[src/digipot_pkg.sv]
// constants and types for the serial potentiometer command core
// Overview of operation
// - write-protect low refuses setting updates; wiper writes still happen
// - six-bit wiper value enables exactly one of sixty-four taps
// - wiper loads by serial write, transfer from setting, or step
// - reset loads wiper and every setting register with SETTING_INIT
// - four six-bit stored settings; programming ends within 10ms
// - registers read as a byte: two zero bits, six value bits
// - programming starts only at CS rise after a complete write
// - write-in-progress flag shown while programming, read by status command
// - first byte after CS fall is address; top nibble is type code
// - address bit zero must match bus-select pin to continue
// - second byte: bits 7-4 instruction, 3-2 register pointer, 1-0 zero
// - both transfer commands complete after the instruction byte
// - setting-to-wiper is a RAM write; wiper-to-setting starts programming
// - reads, writes and status read carry a third data byte
// - increment/decrement: each SCK step moves wiper by SI direction, saturating at WIPER_MIN and WIPER_MAX
// - serial output released whenever it is not driving read data
// - decode the listed instruction codes; status byte low nibble 0001
// - read data changes on the falling SCK edge
// - pause low during SCK low suspends without resetting the sequence
// - CS high deselects; after reset wait for a CS fall
package digipot_pkg;
  localparam int          CLK_FREQ_HZ     = 20_000_000;
  localparam int          NV_PROG_TIME_MS = 10;
  localparam int          MS_PER_S        = 1000;
  // longest time: rounded down
  localparam int          NV_PROG_CYCLES  =
    NV_PROG_TIME_MS * (CLK_FREQ_HZ / MS_PER_S);
  localparam int          PROG_CNT_W      = 18;
  localparam int          VAL_W           = 6;
  localparam int          NUM_SETTINGS    = 4;
  localparam int          NUM_TAPS        = 64;
  localparam int          PIN_W           = 6;
  localparam logic [5:0]  WIPER_MAX       = 6'h3f;
  localparam logic [5:0]  WIPER_MIN       = 6'h00;
  localparam logic [5:0]  SETTING_INIT    = 6'h00;
  localparam logic [5:0]  SYNC_RESET      = 6'h00;
  localparam logic [2:0]  BIT_LAST        = 3'h7;
  localparam logic [1:0]  PAD_ZERO        = 2'h0;
  // type code value is arbitrary
  localparam logic [3:0]  DEVICE_TYPE     = 4'h9;
  localparam int          TYPE_HI         = 7;
  localparam int          TYPE_LO         = 4;
  localparam int          SEL_BIT         = 0;
  localparam int          OP_HI           = 7;
  localparam int          OP_LO           = 4;
  localparam int          PTR_HI          = 3;
  localparam int          PTR_LO          = 2;
  localparam int          MSB             = 7;
  // synchronised pin positions
  localparam int          P_SCK           = 0;
  localparam int          P_SI            = 1;
  localparam int          P_CS            = 2;
  localparam int          P_HOLD          = 3;
  localparam int          P_WP            = 4;
  localparam int          P_SEL           = 5;
  localparam logic [3:0]  OP_RD_WIPER     = 4'h9;
  localparam logic [3:0]  OP_WR_WIPER     = 4'ha;
  localparam logic [3:0]  OP_RD_SET       = 4'hb;
  localparam logic [3:0]  OP_WR_SET       = 4'hc;
  localparam logic [3:0]  OP_SET_TO_WIPER = 4'hd;
  localparam logic [3:0]  OP_WIPER_TO_SET = 4'he;
  localparam logic [3:0]  OP_STEP         = 4'h2;
  localparam logic [7:0]  STATUS_BYTE     = 8'h51;
  typedef enum logic [5:0] {
    ST_IDLE   = 6'b000001,
    ST_ADDR   = 6'b000010,
    ST_INSTR  = 6'b000100,
    ST_DATA   = 6'b001000,
    ST_STEP   = 6'b010000,
    ST_IGNORE = 6'b100000
  } cmd_state_t;
endpackage

[src/tap_link_if.sv]
// wiper position to tap decoder link
interface tap_link_if;
  logic [5:0]  position;
  logic [63:0] taps;
  modport ctrl (output position, input taps);
  modport dec  (input position, output taps);
endinterface

[src/tap_decoder.sv]
// one-of-sixty-four tap switch decoder
module tap_decoder
  import digipot_pkg::*;
(
  input  wire logic clk_in,   // system clock
  input  wire logic rst_in,   // async reset, high
  tap_link_if.dec   bus       // position in, taps out
);
  logic [63:0] taps_reg;

  function automatic logic [63:0] one_hot(input logic [5:0] pos);
    logic [63:0] v;
    v = 64'h0;
    v[pos] = 1'b1;
    return v;
  endfunction

  always_ff @(posedge clk_in or posedge rst_in)
  begin
    if (rst_in)
      taps_reg <= 64'h1 << SETTING_INIT;
    else
      taps_reg <= one_hot(bus.position);
  end

  assign bus.taps = taps_reg;

  AST_ONE_TAP: assert property (
    @(posedge clk_in) disable iff (rst_in)
    $onehot(taps_reg) && taps_reg[$past(bus.position)])
    else $error("tap decode not one-hot or wrong tap");
endmodule

[src/digipot_core.sv]
// serial command core of a single-channel digital potentiometer
module digipot_core
  import digipot_pkg::*;
#(
  parameter int PROG_CYCLES = digipot_pkg::NV_PROG_CYCLES // programming
)
(
  input  wire logic        SYS_CLK_IN,  // system clock 20 MHz
  input  wire logic        RST_IN,      // async reset, high
  input  wire logic        SCK_IN,      // serial clock pin
  input  wire logic        SI_IN,       // serial data in
  input  wire logic        CS_N_IN,     // chip select, low
  input  wire logic        HOLD_N_IN,   // pause, low
  input  wire logic        WP_N_IN,     // write protect, low
  input  wire logic        BUS_SEL_IN,  // bus select pin
  output logic             SO_OUT,      // serial data out
  output logic             SO_OE_OUT,   // serial out enable, high
  output logic [5:0]       WIPER_OUT,   // wiper position
  output logic [63:0]      TAP_SEL_OUT, // tap switch enables
  output logic             WIP_OUT      // programming busy
);
  import digipot_pkg::*;

  logic [5:0]       sync1_reg;
  logic [5:0]       sync2_reg;
  logic             sck_prev_reg;
  logic             cs_prev_reg;
  cmd_state_t       state_reg;
  cmd_state_t       state_next;
  logic [2:0]       bit_cnt_reg;
  logic [7:0]       in_shift_reg;
  logic [3:0]       op_reg;
  logic [1:0]       ptr_reg;
  logic [5:0]       wiper_reg;
  logic [5:0]       setting_reg [NUM_SETTINGS];
  logic             pend_reg;
  logic [1:0]       pend_ptr_reg;
  logic [5:0]       pend_val_reg;
  logic             wip_reg;
  logic [PROG_CNT_W-1:0] prog_cnt_reg;
  logic [1:0]       prog_ptr_reg;
  logic [5:0]       prog_val_reg;
  logic [7:0]       out_shift_reg;
  logic             so_reg;
  logic             so_oe_reg;

  logic             sck_s;
  logic             si_s;
  logic             cs_n_s;
  logic             hold_n_s;
  logic             wp_n_s;
  logic             sel_s;
  logic             active;
  logic             sck_rise;
  logic             sck_fall;
  logic             cs_fall;
  logic             cs_rise;
  logic             byte_done;
  logic [7:0]       byte_in;
  logic             addr_done;
  logic             instr_done;
  logic             data_done;
  logic [3:0]       op_in;
  logic [1:0]       ptr_in;
  logic             load_out;
  logic [7:0]       out_value;
  logic             is_read;
  logic             step_evt;
  logic             prog_start;
  logic             prog_end;
  tap_link_if       tlink ();

  function automatic logic [7:0] as_byte(input logic [5:0] v);
    return {PAD_ZERO, v};
  endfunction

  function automatic logic [5:0] step_wiper(input logic [5:0] w,
                                            input logic up);
    logic [5:0] r;
    r = w;
    if (up && w != WIPER_MAX)
      r = w + 6'h01;
    else if (!up && w != WIPER_MIN)
      r = w - 6'h01;
    return r;
  endfunction

  // pin synchronisers, two flops before any use
  always_ff @(posedge SYS_CLK_IN or posedge RST_IN)
  begin
    if (RST_IN)
    begin
      sync1_reg <= SYNC_RESET;
      sync2_reg <= SYNC_RESET;
    end
    else
    begin
      sync1_reg <= {BUS_SEL_IN, WP_N_IN, HOLD_N_IN, CS_N_IN, SI_IN, SCK_IN};
      sync2_reg <= sync1_reg;
    end
  end

  assign sck_s    = sync2_reg[P_SCK];
  assign si_s     = sync2_reg[P_SI];
  assign cs_n_s   = sync2_reg[P_CS];
  assign hold_n_s = sync2_reg[P_HOLD];
  assign wp_n_s   = sync2_reg[P_WP];
  assign sel_s    = sync2_reg[P_SEL];

  always_ff @(posedge SYS_CLK_IN or posedge RST_IN)
  begin
    if (RST_IN)
    begin
      sck_prev_reg <= 1'b0;
      cs_prev_reg  <= 1'b0;
    end
    else
    begin
      sck_prev_reg <= sck_s;
      cs_prev_reg  <= cs_n_s;
    end
  end

  // SCK edges count only while selected and not paused
  assign active   = !cs_n_s && hold_n_s;
  assign sck_rise = active && sck_s && !sck_prev_reg;
  assign sck_fall = active && !sck_s && sck_prev_reg;
  assign cs_fall  = !cs_n_s && cs_prev_reg;
  assign cs_rise  = cs_n_s && !cs_prev_reg;

  assign byte_in    = {in_shift_reg[6:0], si_s};
  assign byte_done  = sck_rise && bit_cnt_reg == BIT_LAST;
  assign addr_done  = byte_done && state_reg == ST_ADDR;
  assign instr_done = byte_done && state_reg == ST_INSTR;
  assign data_done  = byte_done && state_reg == ST_DATA;
  assign op_in      = byte_in[OP_HI:OP_LO];
  assign ptr_in     = byte_in[PTR_HI:PTR_LO];
  assign step_evt   = sck_rise && state_reg == ST_STEP;

  // read commands: choose the byte to shift out
  always_comb
  begin
    load_out  = 1'b0;
    out_value = 8'h00;
    if (instr_done)
    begin
      if (byte_in == STATUS_BYTE)
      begin
        load_out  = 1'b1;
        out_value = {7'h00, wip_reg};
      end
      else if (op_in == OP_RD_WIPER)
      begin
        load_out  = 1'b1;
        out_value = as_byte(wiper_reg);
      end
      else if (op_in == OP_RD_SET)
      begin
        load_out  = 1'b1;
        out_value = as_byte(setting_reg[ptr_in]);
      end
    end
  end

  // command sequencer
  always_comb
  begin
    state_next = state_reg;
    if (cs_n_s)
      state_next = ST_IDLE;
    else if (cs_fall)
      state_next = ST_ADDR;
    else if (addr_done)
    begin
      if (byte_in[TYPE_HI:TYPE_LO] == DEVICE_TYPE &&
          byte_in[SEL_BIT] == sel_s)
        state_next = ST_INSTR;
      else
        state_next = ST_IGNORE;
    end
    else if (instr_done)
    begin
      case (op_in)
        OP_RD_WIPER,
        OP_WR_WIPER,
        OP_RD_SET,
        OP_WR_SET:        state_next = ST_DATA;
        OP_STEP:          state_next = ST_STEP;
        default:          state_next = ST_IGNORE;
      endcase
      if (byte_in == STATUS_BYTE)
        state_next = ST_DATA;
    end
    else if (data_done)
      state_next = ST_IGNORE;
  end

  always_ff @(posedge SYS_CLK_IN or posedge RST_IN)
  begin
    if (RST_IN)
      state_reg <= ST_IDLE;
    else
      state_reg <= state_next;
  end

  always_ff @(posedge SYS_CLK_IN or posedge RST_IN)
  begin
    if (RST_IN)
    begin
      bit_cnt_reg  <= 3'h0;
      in_shift_reg <= 8'h00;
      op_reg       <= 4'h0;
      ptr_reg      <= 2'h0;
    end
    else if (cs_fall)
      bit_cnt_reg <= 3'h0;
    else if (sck_rise)
    begin
      bit_cnt_reg  <= bit_cnt_reg + 3'h1;
      in_shift_reg <= byte_in;
      if (instr_done)
      begin
        op_reg  <= op_in;
        ptr_reg <= ptr_in;
      end
    end
  end

  assign is_read = op_reg != OP_WR_WIPER && op_reg != OP_WR_SET;

  // wiper position register
  always_ff @(posedge SYS_CLK_IN or posedge RST_IN)
  begin
    if (RST_IN)
      wiper_reg <= SETTING_INIT;
    else if (instr_done && op_in == OP_SET_TO_WIPER)
      wiper_reg <= setting_reg[ptr_in];
    else if (data_done && op_reg == OP_WR_WIPER)
      wiper_reg <= byte_in[VAL_W-1:0];
    else if (step_evt)
      wiper_reg <= step_wiper(wiper_reg, si_s);
  end

  // stored write waits for the CS rise
  always_ff @(posedge SYS_CLK_IN or posedge RST_IN)
  begin
    if (RST_IN)
    begin
      pend_reg     <= 1'b0;
      pend_ptr_reg <= 2'h0;
      pend_val_reg <= 6'h00;
    end
    else if (cs_n_s || cs_fall)
      pend_reg <= 1'b0;
    else if (instr_done && op_in == OP_WIPER_TO_SET)
    begin
      pend_reg     <= 1'b1;
      pend_ptr_reg <= ptr_in;
      pend_val_reg <= wiper_reg;
    end
    else if (data_done && op_reg == OP_WR_SET)
    begin
      pend_reg     <= 1'b1;
      pend_ptr_reg <= ptr_reg;
      pend_val_reg <= byte_in[VAL_W-1:0];
    end
  end

  // busy or protected: the stored write is dropped
  assign prog_start = cs_rise && pend_reg && wp_n_s && !wip_reg;
  assign prog_end   = wip_reg &&
                      prog_cnt_reg == PROG_CNT_W'(PROG_CYCLES - 1);

  always_ff @(posedge SYS_CLK_IN or posedge RST_IN)
  begin
    if (RST_IN)
    begin
      wip_reg      <= 1'b0;
      prog_cnt_reg <= '0;
      prog_ptr_reg <= 2'h0;
      prog_val_reg <= 6'h00;
    end
    else if (prog_start)
    begin
      wip_reg      <= 1'b1;
      prog_cnt_reg <= '0;
      prog_ptr_reg <= pend_ptr_reg;
      prog_val_reg <= pend_val_reg;
    end
    else if (prog_end)
      wip_reg <= 1'b0;
    else if (wip_reg)
      prog_cnt_reg <= prog_cnt_reg + 1'b1;
  end

  always_ff @(posedge SYS_CLK_IN or posedge RST_IN)
  begin
    if (RST_IN)
    begin
      for (int i = 0; i < NUM_SETTINGS; i++)
        setting_reg[i] <= SETTING_INIT;
    end
    else if (prog_end)
      setting_reg[prog_ptr_reg] <= prog_val_reg;
  end

  // serial output, bits change on falling SCK
  always_ff @(posedge SYS_CLK_IN or posedge RST_IN)
  begin
    if (RST_IN)
    begin
      out_shift_reg <= 8'h00;
      so_reg        <= 1'b0;
      so_oe_reg     <= 1'b0;
    end
    else if (cs_n_s)
      so_oe_reg <= 1'b0;
    else if (load_out)
      out_shift_reg <= out_value;
    else if (sck_fall)
    begin
      if (state_reg == ST_DATA && is_read)
      begin
        so_reg        <= out_shift_reg[MSB];
        out_shift_reg <= {out_shift_reg[6:0], 1'b0};
        so_oe_reg     <= 1'b1;
      end
      else
        so_oe_reg <= 1'b0;
    end
  end

  assign tlink.position = wiper_reg;

  tap_decoder u_tap_decoder (
    .clk_in (SYS_CLK_IN),
    .rst_in (RST_IN),
    .bus    (tlink.dec)
  );

  assign SO_OUT      = so_reg;
  assign SO_OE_OUT   = so_oe_reg;
  assign WIPER_OUT   = wiper_reg;
  assign TAP_SEL_OUT = tlink.taps;
  assign WIP_OUT     = wip_reg;

  AST_WP_BLOCKS: assert property (
    @(posedge SYS_CLK_IN) disable iff (RST_IN)
    !wp_n_s |-> !prog_start ##1 !$rose(wip_reg))
    else $error("programming started while write protected");

  AST_PROG_AT_CS_RISE: assert property (
    @(posedge SYS_CLK_IN) disable iff (RST_IN)
    $rose(wip_reg) |-> $past(cs_rise) && $past(pend_reg))
    else $error("programming began without complete write and CS rise");

  AST_PROG_BOUND: assert property (
    @(posedge SYS_CLK_IN) disable iff (RST_IN)
    wip_reg |-> prog_cnt_reg < PROG_CNT_W'(PROG_CYCLES))
    else $error("programming ran past its time");

  AST_WIP_STATUS: assert property (
    @(posedge SYS_CLK_IN) disable iff (RST_IN)
    load_out && byte_in == STATUS_BYTE |=> out_shift_reg == 8'($past(wip_reg)))
    else $error("status byte does not carry busy flag");

  AST_ADDR_MISMATCH: assert property (
    @(posedge SYS_CLK_IN) disable iff (RST_IN)
    addr_done && byte_in[SEL_BIT] != sel_s |=> state_reg == ST_IGNORE)
    else $error("command continued on bus select mismatch");

  AST_XFER_WIPER: assert property (
    @(posedge SYS_CLK_IN) disable iff (RST_IN)
    instr_done && !cs_n_s && op_in == OP_SET_TO_WIPER && !prog_end
    |=> wiper_reg == setting_reg[$past(ptr_in)] && state_reg == ST_IGNORE)
    else $error("transfer to wiper did not complete");

  AST_STEP_UP: assert property (
    @(posedge SYS_CLK_IN) disable iff (RST_IN)
    step_evt && si_s && wiper_reg != WIPER_MAX
    |=> wiper_reg == $past(wiper_reg) + 6'h01)
    else $error("increment step wrong");

  AST_STEP_SAT: assert property (
    @(posedge SYS_CLK_IN) disable iff (RST_IN)
    step_evt && !si_s && wiper_reg == WIPER_MIN |=> wiper_reg == WIPER_MIN)
    else $error("decrement wrapped below zero");

  AST_SO_RELEASE: assert property (
    @(posedge SYS_CLK_IN) disable iff (RST_IN)
    cs_n_s ##1 cs_n_s |-> !so_oe_reg)
    else $error("serial output driven while deselected");
endmodule

[config.mk]
export PLATFORM = sky130hd
export DESIGN_NAME = digipot_core
export DESIGN_NICKNAME = d
export VERILOG_FILES = /design/src/digipot_pkg.sv /design/src/tap_link_if.sv /design/src/tap_decoder.sv /design/src/digipot_core.sv
export SDC_FILE = /design/constraint.sdc
export NUM_CORES = 1
export LEC_CHECK = 0
export ABC_AREA = 1
export BUFFER_PORTS_ARGS = -buffer_cell sky130_fd_sc_hd__buf_4
export CAP_MARGIN = 10
export CORE_UTILIZATION = 43
export DETAILED_ROUTE_END_ITERATION = 10
export GPL_TIMING_DRIVEN = 0
export PLACE_DENSITY = 0.65
export SETUP_SLACK_MARGIN = 0.5
export SLEW_MARGIN = 20
export SYNTH_ARGS = -nofsm -noshare
export SYNTH_HDL_FRONTEND = slang
export SYNTH_SLANG_ARGS = --single-unit
[constraint.sdc]
create_clock -name SYS_CLK_IN -period 4.95 [get_ports SYS_CLK_IN]
set_input_delay 0.495 -clock SYS_CLK_IN [delete_from_list [all_inputs] [get_ports SYS_CLK_IN]]
set_output_delay 0.495 -clock SYS_CLK_IN [all_outputs]
set_load 0.005 [all_outputs]
# Yosys cells after proc, flatten, opt, wreduce, memory -nomap -nowiden
# Index checks and enable logic that the tools add are counted.
# totals
register_bits	176
in_bits	8
out_inout_bits	73
wordCells	167
# op_classes
add_sub_neg	4
n_lt_le_gt_ge	5
n_eq_ne	22
muxes	50
bitwise_logic	6
reduce_logical	55
# ops
operator	n
6-bit 2-to-1 mux	21
18-bit 2-to-1 mux	3
4-bit == test, second input constant	8
1-bit logical AND	27
24-bit bitwise mux	1
8-bit 2-to-1 mux	3
18-bit by 1-bit adder with 18-bit output, second input constant	1
18-bit == test, second input constant	1
1-bit 2-to-1 mux	14
2-bit nonzero test	7
6-bit binary-select mux with 2-bit select	1
6-bit demux with 2-bit select	1
6-bit case mux with 2 select lines	1
2-bit AND reduction	5
8-bit by 7-bit == test with 1-bit output, second input constant	1
4-bit != test, second input constant	2
6-bit by 7-bit less-than comparator with 1-bit output, second input constant	1
6-bit by 1-bit adder with 6-bit output, second input constant	1
1-bit demux with 6-bit select	1
6-bit by 2-bit == test with 1-bit output, second input constant	1
6-bit by 3-bit == test with 1-bit output, second input constant	1
6-bit by 4-bit == test with 1-bit output, second input constant	1
6-bit by 5-bit == test with 1-bit output, second input constant	1
3-bit greater-or-equal comparator, second input constant	2
other kinds (22)	36

# Longest topological paths before layout
# logic_depth
ltp_word	11
mapped_depth	15
ltp_nobuf	14

# Hierarchy
# Synthesis repeated with hierarchy kept, for this count alone.
# hier_totals
hier_cells	904
hier_area_um2	7637.3
# by_module_without_submodules
module	instances	cells_per_inst	area_per_inst_um2
digipot_core	1	751	5685.5
tap_decoder	1	153	1951.9

# Worst setup path before layout
# No wires, ideal clock.
# synth_path
kind	reg2reg
start	reg wiper_reg[0], in the netlist WIPER_OUT[0]
end	reg wiper_reg[5], in the netlist WIPER_OUT[5]
setup_time_ps	124
arrival_ps	1884
required_time_ps	4826
slack_ps	2942
stages_incl_launch_ff	15
path_buffers	1
path_cell_list	dfrtp_1 -> buf_2 -> inv_1 -> nor2_1 -> nand2_1 -> nand2_1 -> ha_1 -> nand2_1 -> nand2_1 -> nand2_1 -> nand3_1 -> nand3_1 -> nand3_1 -> nand2_1 -> nand3_1
# synth_via
elab_chain_len	6
# synth_lines
item	line	source
start, declared	digipot_core.sv:34	logic [5:0] wiper_reg;
start signal, assigned	digipot_core.sv:237	wiper_reg <= setting_reg[ptr_in];
start signal, assigned	digipot_core.sv:239	wiper_reg <= byte_in[VAL_W-1:0];
start signal, assigned	digipot_core.sv:241	wiper_reg <= step_wiper(wiper_reg, si_s);
6-bit by 1-bit subtractor with 6-bit output / 6-bit != test (equally long branches)	digipot_core.sv:84, digipot_core.sv:81	
6-bit 2-to-1 mux / 1-bit logical AND (equally long branches)	digipot_core.sv:83, digipot_core.sv:81	
6-bit 2-to-1 mux	digipot_core.sv:81	if (up && w != WIPER_MAX)
6-bit 2-to-1 mux	digipot_core.sv:240	else if (step_evt)
6-bit 2-to-1 mux	digipot_core.sv:238	else if (data_done && op_reg == OP_WR_WIPER)
6-bit 2-to-1 mux	digipot_core.sv:236	else if (instr_done && op_in == OP_SET_TO_WIPER)
# Several ways; a longest one is shown, not always the timed one. The select of a mux whose other input is x is not followed.
# A chain may end at the register's enable or synchronous reset.

# Final worst setup path
# Ends and elaborated chain as after synthesis.

==> flow_metrics.py <==
metrics = {
    "critical_path": {
        "crit_type": "reg2reg",
        "cp.arrival_ps": 2790,
        "end_kind": "register",
        "r2r_slack_ps": 2480,
        "startpoint_type": "register",
        "required_ps": 5270,
        "crit_fanout": 10,
    },
    "cts": {
        "ctsHoldBuffers": 0,
        "cts_tree": "built",
        "cts_sinks": 176,
        "clockBufferDepth": 2,
        "cts-htree-levels": 4,
        "cts_made_buffers": 17,
        "clkTransAtPathRegs_ps": 70,
        "ctsResizeCount": 0,
        "clk_latency_ps": 430,
        "root_buffer": "clkbuf_16",
        "cts_setup_buffers": 0,
    },
    "final_layout": {
        "diodes": 0,
        "drive_above_1_share": 0.160,
        "largest_register_ffs": 64,
        "syn2layout_area_growth_pct": 20.8,
        "final_nets": 1013,
        "fillers": 1605,
    },
    "power_and_ir_drop": {
        "powerDensity_nw_per_um2": 314,
        "intPower_mw": 2.17,
        "seq_power_share": 0.502,
        "swShare": 0.256,
        "ir_drop_mv": 0.257,
        "share_comb_of_total_power": 0.046,
        "pwr-share-clk": 0.452,
        "leakage_nw": 4.70,
        "p_sw_uw": 747,
    },
    "yosys": {
        "synthAdderAreaFrac": 0.0140,
        "async_reset_ff_frac": 1.00,
        "ys_ff_latch": 176,
        "avgSynthCellArea_sq_um": 8.62,
        "synthFlopType": "dfrtp_1",
        "synth.area.mux_share": 0.00146,
        "synth_top_family_by_area": "simple AND/OR/NAND/NOR gates",
        "synth_xor_area_frac": 0.0171,
        "synth_edf_count": 0,
        "seq_area_frac_synth": 0.573,
        "netlist_area_sq_um": 7690,
        "synth-compound-area-share": 0.0446,
        "synth-simple-area-share": 0.306,
        "ys_warn_count": 0,
        "ys_top_cells_by_area": "dfrtp_1 57%, nand2_1 13%, nand3_1 7.0%, nor2_1 6.4%, o21ai_0 3.1%",
        "yosys.area.top_type": "dfrtp_1",
        "synth_cell_type_count": 34,
        "synth_fp_nets": 908,
        "synthCells": 892,
        "yosysTopAreaCellShare": 0.566,
    },
    "routing": {
        "routed_wl_um": 18700,
        "drt-initial-drc-count": 487,
        "vias_per_cell": 5.17,
        "ant_nets": 0,
        "drc_errors": 0,
        "wl_per_cell_um": 15.1,
        "drt_pass1_iterations": 5,
        "vias": 6384,
    },
    "sta": {
        "hold_violations": 0,
        "slew_violations": 0,
        "tightest_slew_ps": 654,
        "fmax_ghz": 0.405,
        "finalSetupViolations": 0,
        "timing.final.ws_setup_ps": 2480,
        "finClkSkew_ps": 10.3,
        "slew_headroom": 0.560,
        "min_period_over_period": 0.498,
        "fin_crit_ps": 2470,
        "tns_ps": 0,
        "rsz0062_at_grt": "no",
    },
    "worst_hold_path": {
        "worstHoldPathType": "in2async",
    },
    "global_routing": {
        "grt_overflow": 0,
        "grt_max_degree": 34,
        "busiest_layer": "met2",
        "grt_pass1_wl_um": 30500,
        "grtUsageMet1": 0.292,
        "grt_pass1_vias": 6009,
        "antenna_found_initial": 0,
        "use_met2": 0.346,
        "grt_use_total": 0.217,
        "grt_util_met3": 0.0412,
    },
    "die": {
        "start_util": 0.443,
        "die_w_um": 136,
        "io_pins": 81,
        "std_cell_rows": 48,
        "core_sq_um": 17400,
        "die_h_um": 136,
        "dieArea_sq_um": 18400,
    },
    "placement": {
        "gp_congestion": 0.903,
        "dp_slack_ps": 2510,
        "dp_hpwl_um": 13800,
        "port_buffers": 80,
    },
    "run": {
        "cap_violations": 0,
    },
    "status": {
        "outcome": "finished clean",
    },
}
==> through the flow <==
stage / instances / utilization / area, sq um / power (mW) / hold slack (ps)
after floorplan: 892 / - / 7690 / 1.57 / 331
after global placement: 1197 / 0.494 / 8580 / 1.61 / 333
after detailed placement: 1203 / 0.502 / 8700 / 1.62 / 335
after CTS: 1235 / 0.535 / 9290 / 2.94 / 58.4
after global routing: 1235 / 0.535 / 9290 / 3.01 / 69.8
final: 1235 / 0.535 / 9290 / 2.91 / 61.9
==> layer usage <==
layer,part of all wire,wire (um)
met1,0.45,8440
met3,0.052,974
met2,0.47,8850
met5,0,0
met4,0.023,436
==> synthesized netlist by cell type (3+ instances only) <==
cell,count
a21oi_1,9
buf_2,9
buf_4,5
clkbuf_1,5
dfrtp_1,174
ha_1,7
inv_1,53
nand2_1,262
nand2_2,10
nand3_1,108
nand3b_1,3
nand4_1,12
nor2_1,132
nor2_2,4
nor2_4,3
nor3_1,11
o21ai_0,48
xnor2_1,3
xor2_1,12
==> cell type report <==
class / count / area [sq um] / area share
Clock buffer: 17 / 425 / 0.0458
Timing Repair Buffer: 86 / 728 / 0.0784
Clock inverter: 15 / 164 / 0.0176
Sequential cell: 176 / 4410 / 0.474
Buffer: 21 / 124 / 0.0133
Inverter: 56 / 214 / 0.0230
Multi-Input combinational cell: 639 / 2950 / 0.317
Tap cell: 225 / 282 / 0.0303
==> cell families (layout without fill, tap and decap cells) <==
| family | count (synthesis) | after routing |
|---|---|---|
| buffers and inverters | 77 | 195 |
| AOI/OAI and AO/OA | 65 | 65 |
| and+or+nand+nor | 550 | 550 |
| adders and majority gates | 8 | 8 |
| xor gates and xnor gates | 15 | 15 |
| muxes | 1 | 1 |
| DFF | 176 | 176 |
==> cell usage in the layout (no fill, tap or decap), types with 2 or more instances in the layout <==
| master | n |
|---|---|
| clkinv_8 | 3 |
| nand3_1 | 108 |
| clkbuf_1 | 5 |
| nand2_2 | 10 |
| buf_2 | 9 |
| inv_6 | 4 |
| nor3_2 | 2 |
| nand4_1 | 12 |
| o21ai_1 | 2 |
| ha_1 | 7 |
| clkbuf_16 | 17 |
| inv_2 | 2 |
| nor3_1 | 11 |
| inv_1 | 52 |
| nand3b_1 | 3 |
| inv_8 | 5 |
| xnor2_1 | 3 |
| dfrtp_1 | 174 |
| dfstp_2 | 2 |
| nor2_4 | 3 |
| o22ai_1 | 2 |
| nor2_2 | 4 |
| buf_4 | 85 |
| nor2_1 | 132 |
| xor2_1 | 12 |
| a32o_1 | 2 |
| a21oi_1 | 9 |
| buf_12 | 5 |
| nand2_1 | 262 |
| o21ai_0 | 48 |
| clkinvlp_4 | 3 |
| buf_6 | 2 |
==> final timing paths <==
check | startpoint | cells past startpoint | end
min in group SYS_CLK_IN | SCK_IN | 1 | sync1_reg[0]
worst max-delay path | WIPER_OUT[0] | 14 | WIPER_OUT[5]
max in group asynchronous | RST_IN | 5 | WIPER_OUT[4]
worst min register to register | sync1_reg[1] | 0 | sync2_reg[1]
worst max register to register | WIPER_OUT[0] | 14 | WIPER_OUT[5]
worst min-delay path | RST_IN | 2 | setting_reg[6]
==> power groups by stage <==
stage	clock (mW)	sequential, mW	combinational (mW)
2_1_floorplan	0	1.49	0.0808
3_3_place_gp	0	1.49	0.120
3_5_place_dp	0	1.49	0.133
4_1_cts	1.34	1.46	0.134
5_1_grt	1.40	1.46	0.147
6_report	1.32	1.46	0.133
==> critical path, stage by stage (launching register included) <==
cell and delay [ps]:
dfrtp_1 430, buf_2 260, inv_1 190, nor2_1 140, nand2_1 120, nand2_1 230
ha_1 340, nand2_1 120, nand2_1 50, nand2_1 70, nand3_1 80, nand3_1 90
nand3_1 70, nand2_1 100, nand3_1 60
(Power assumes the default switching activity.)
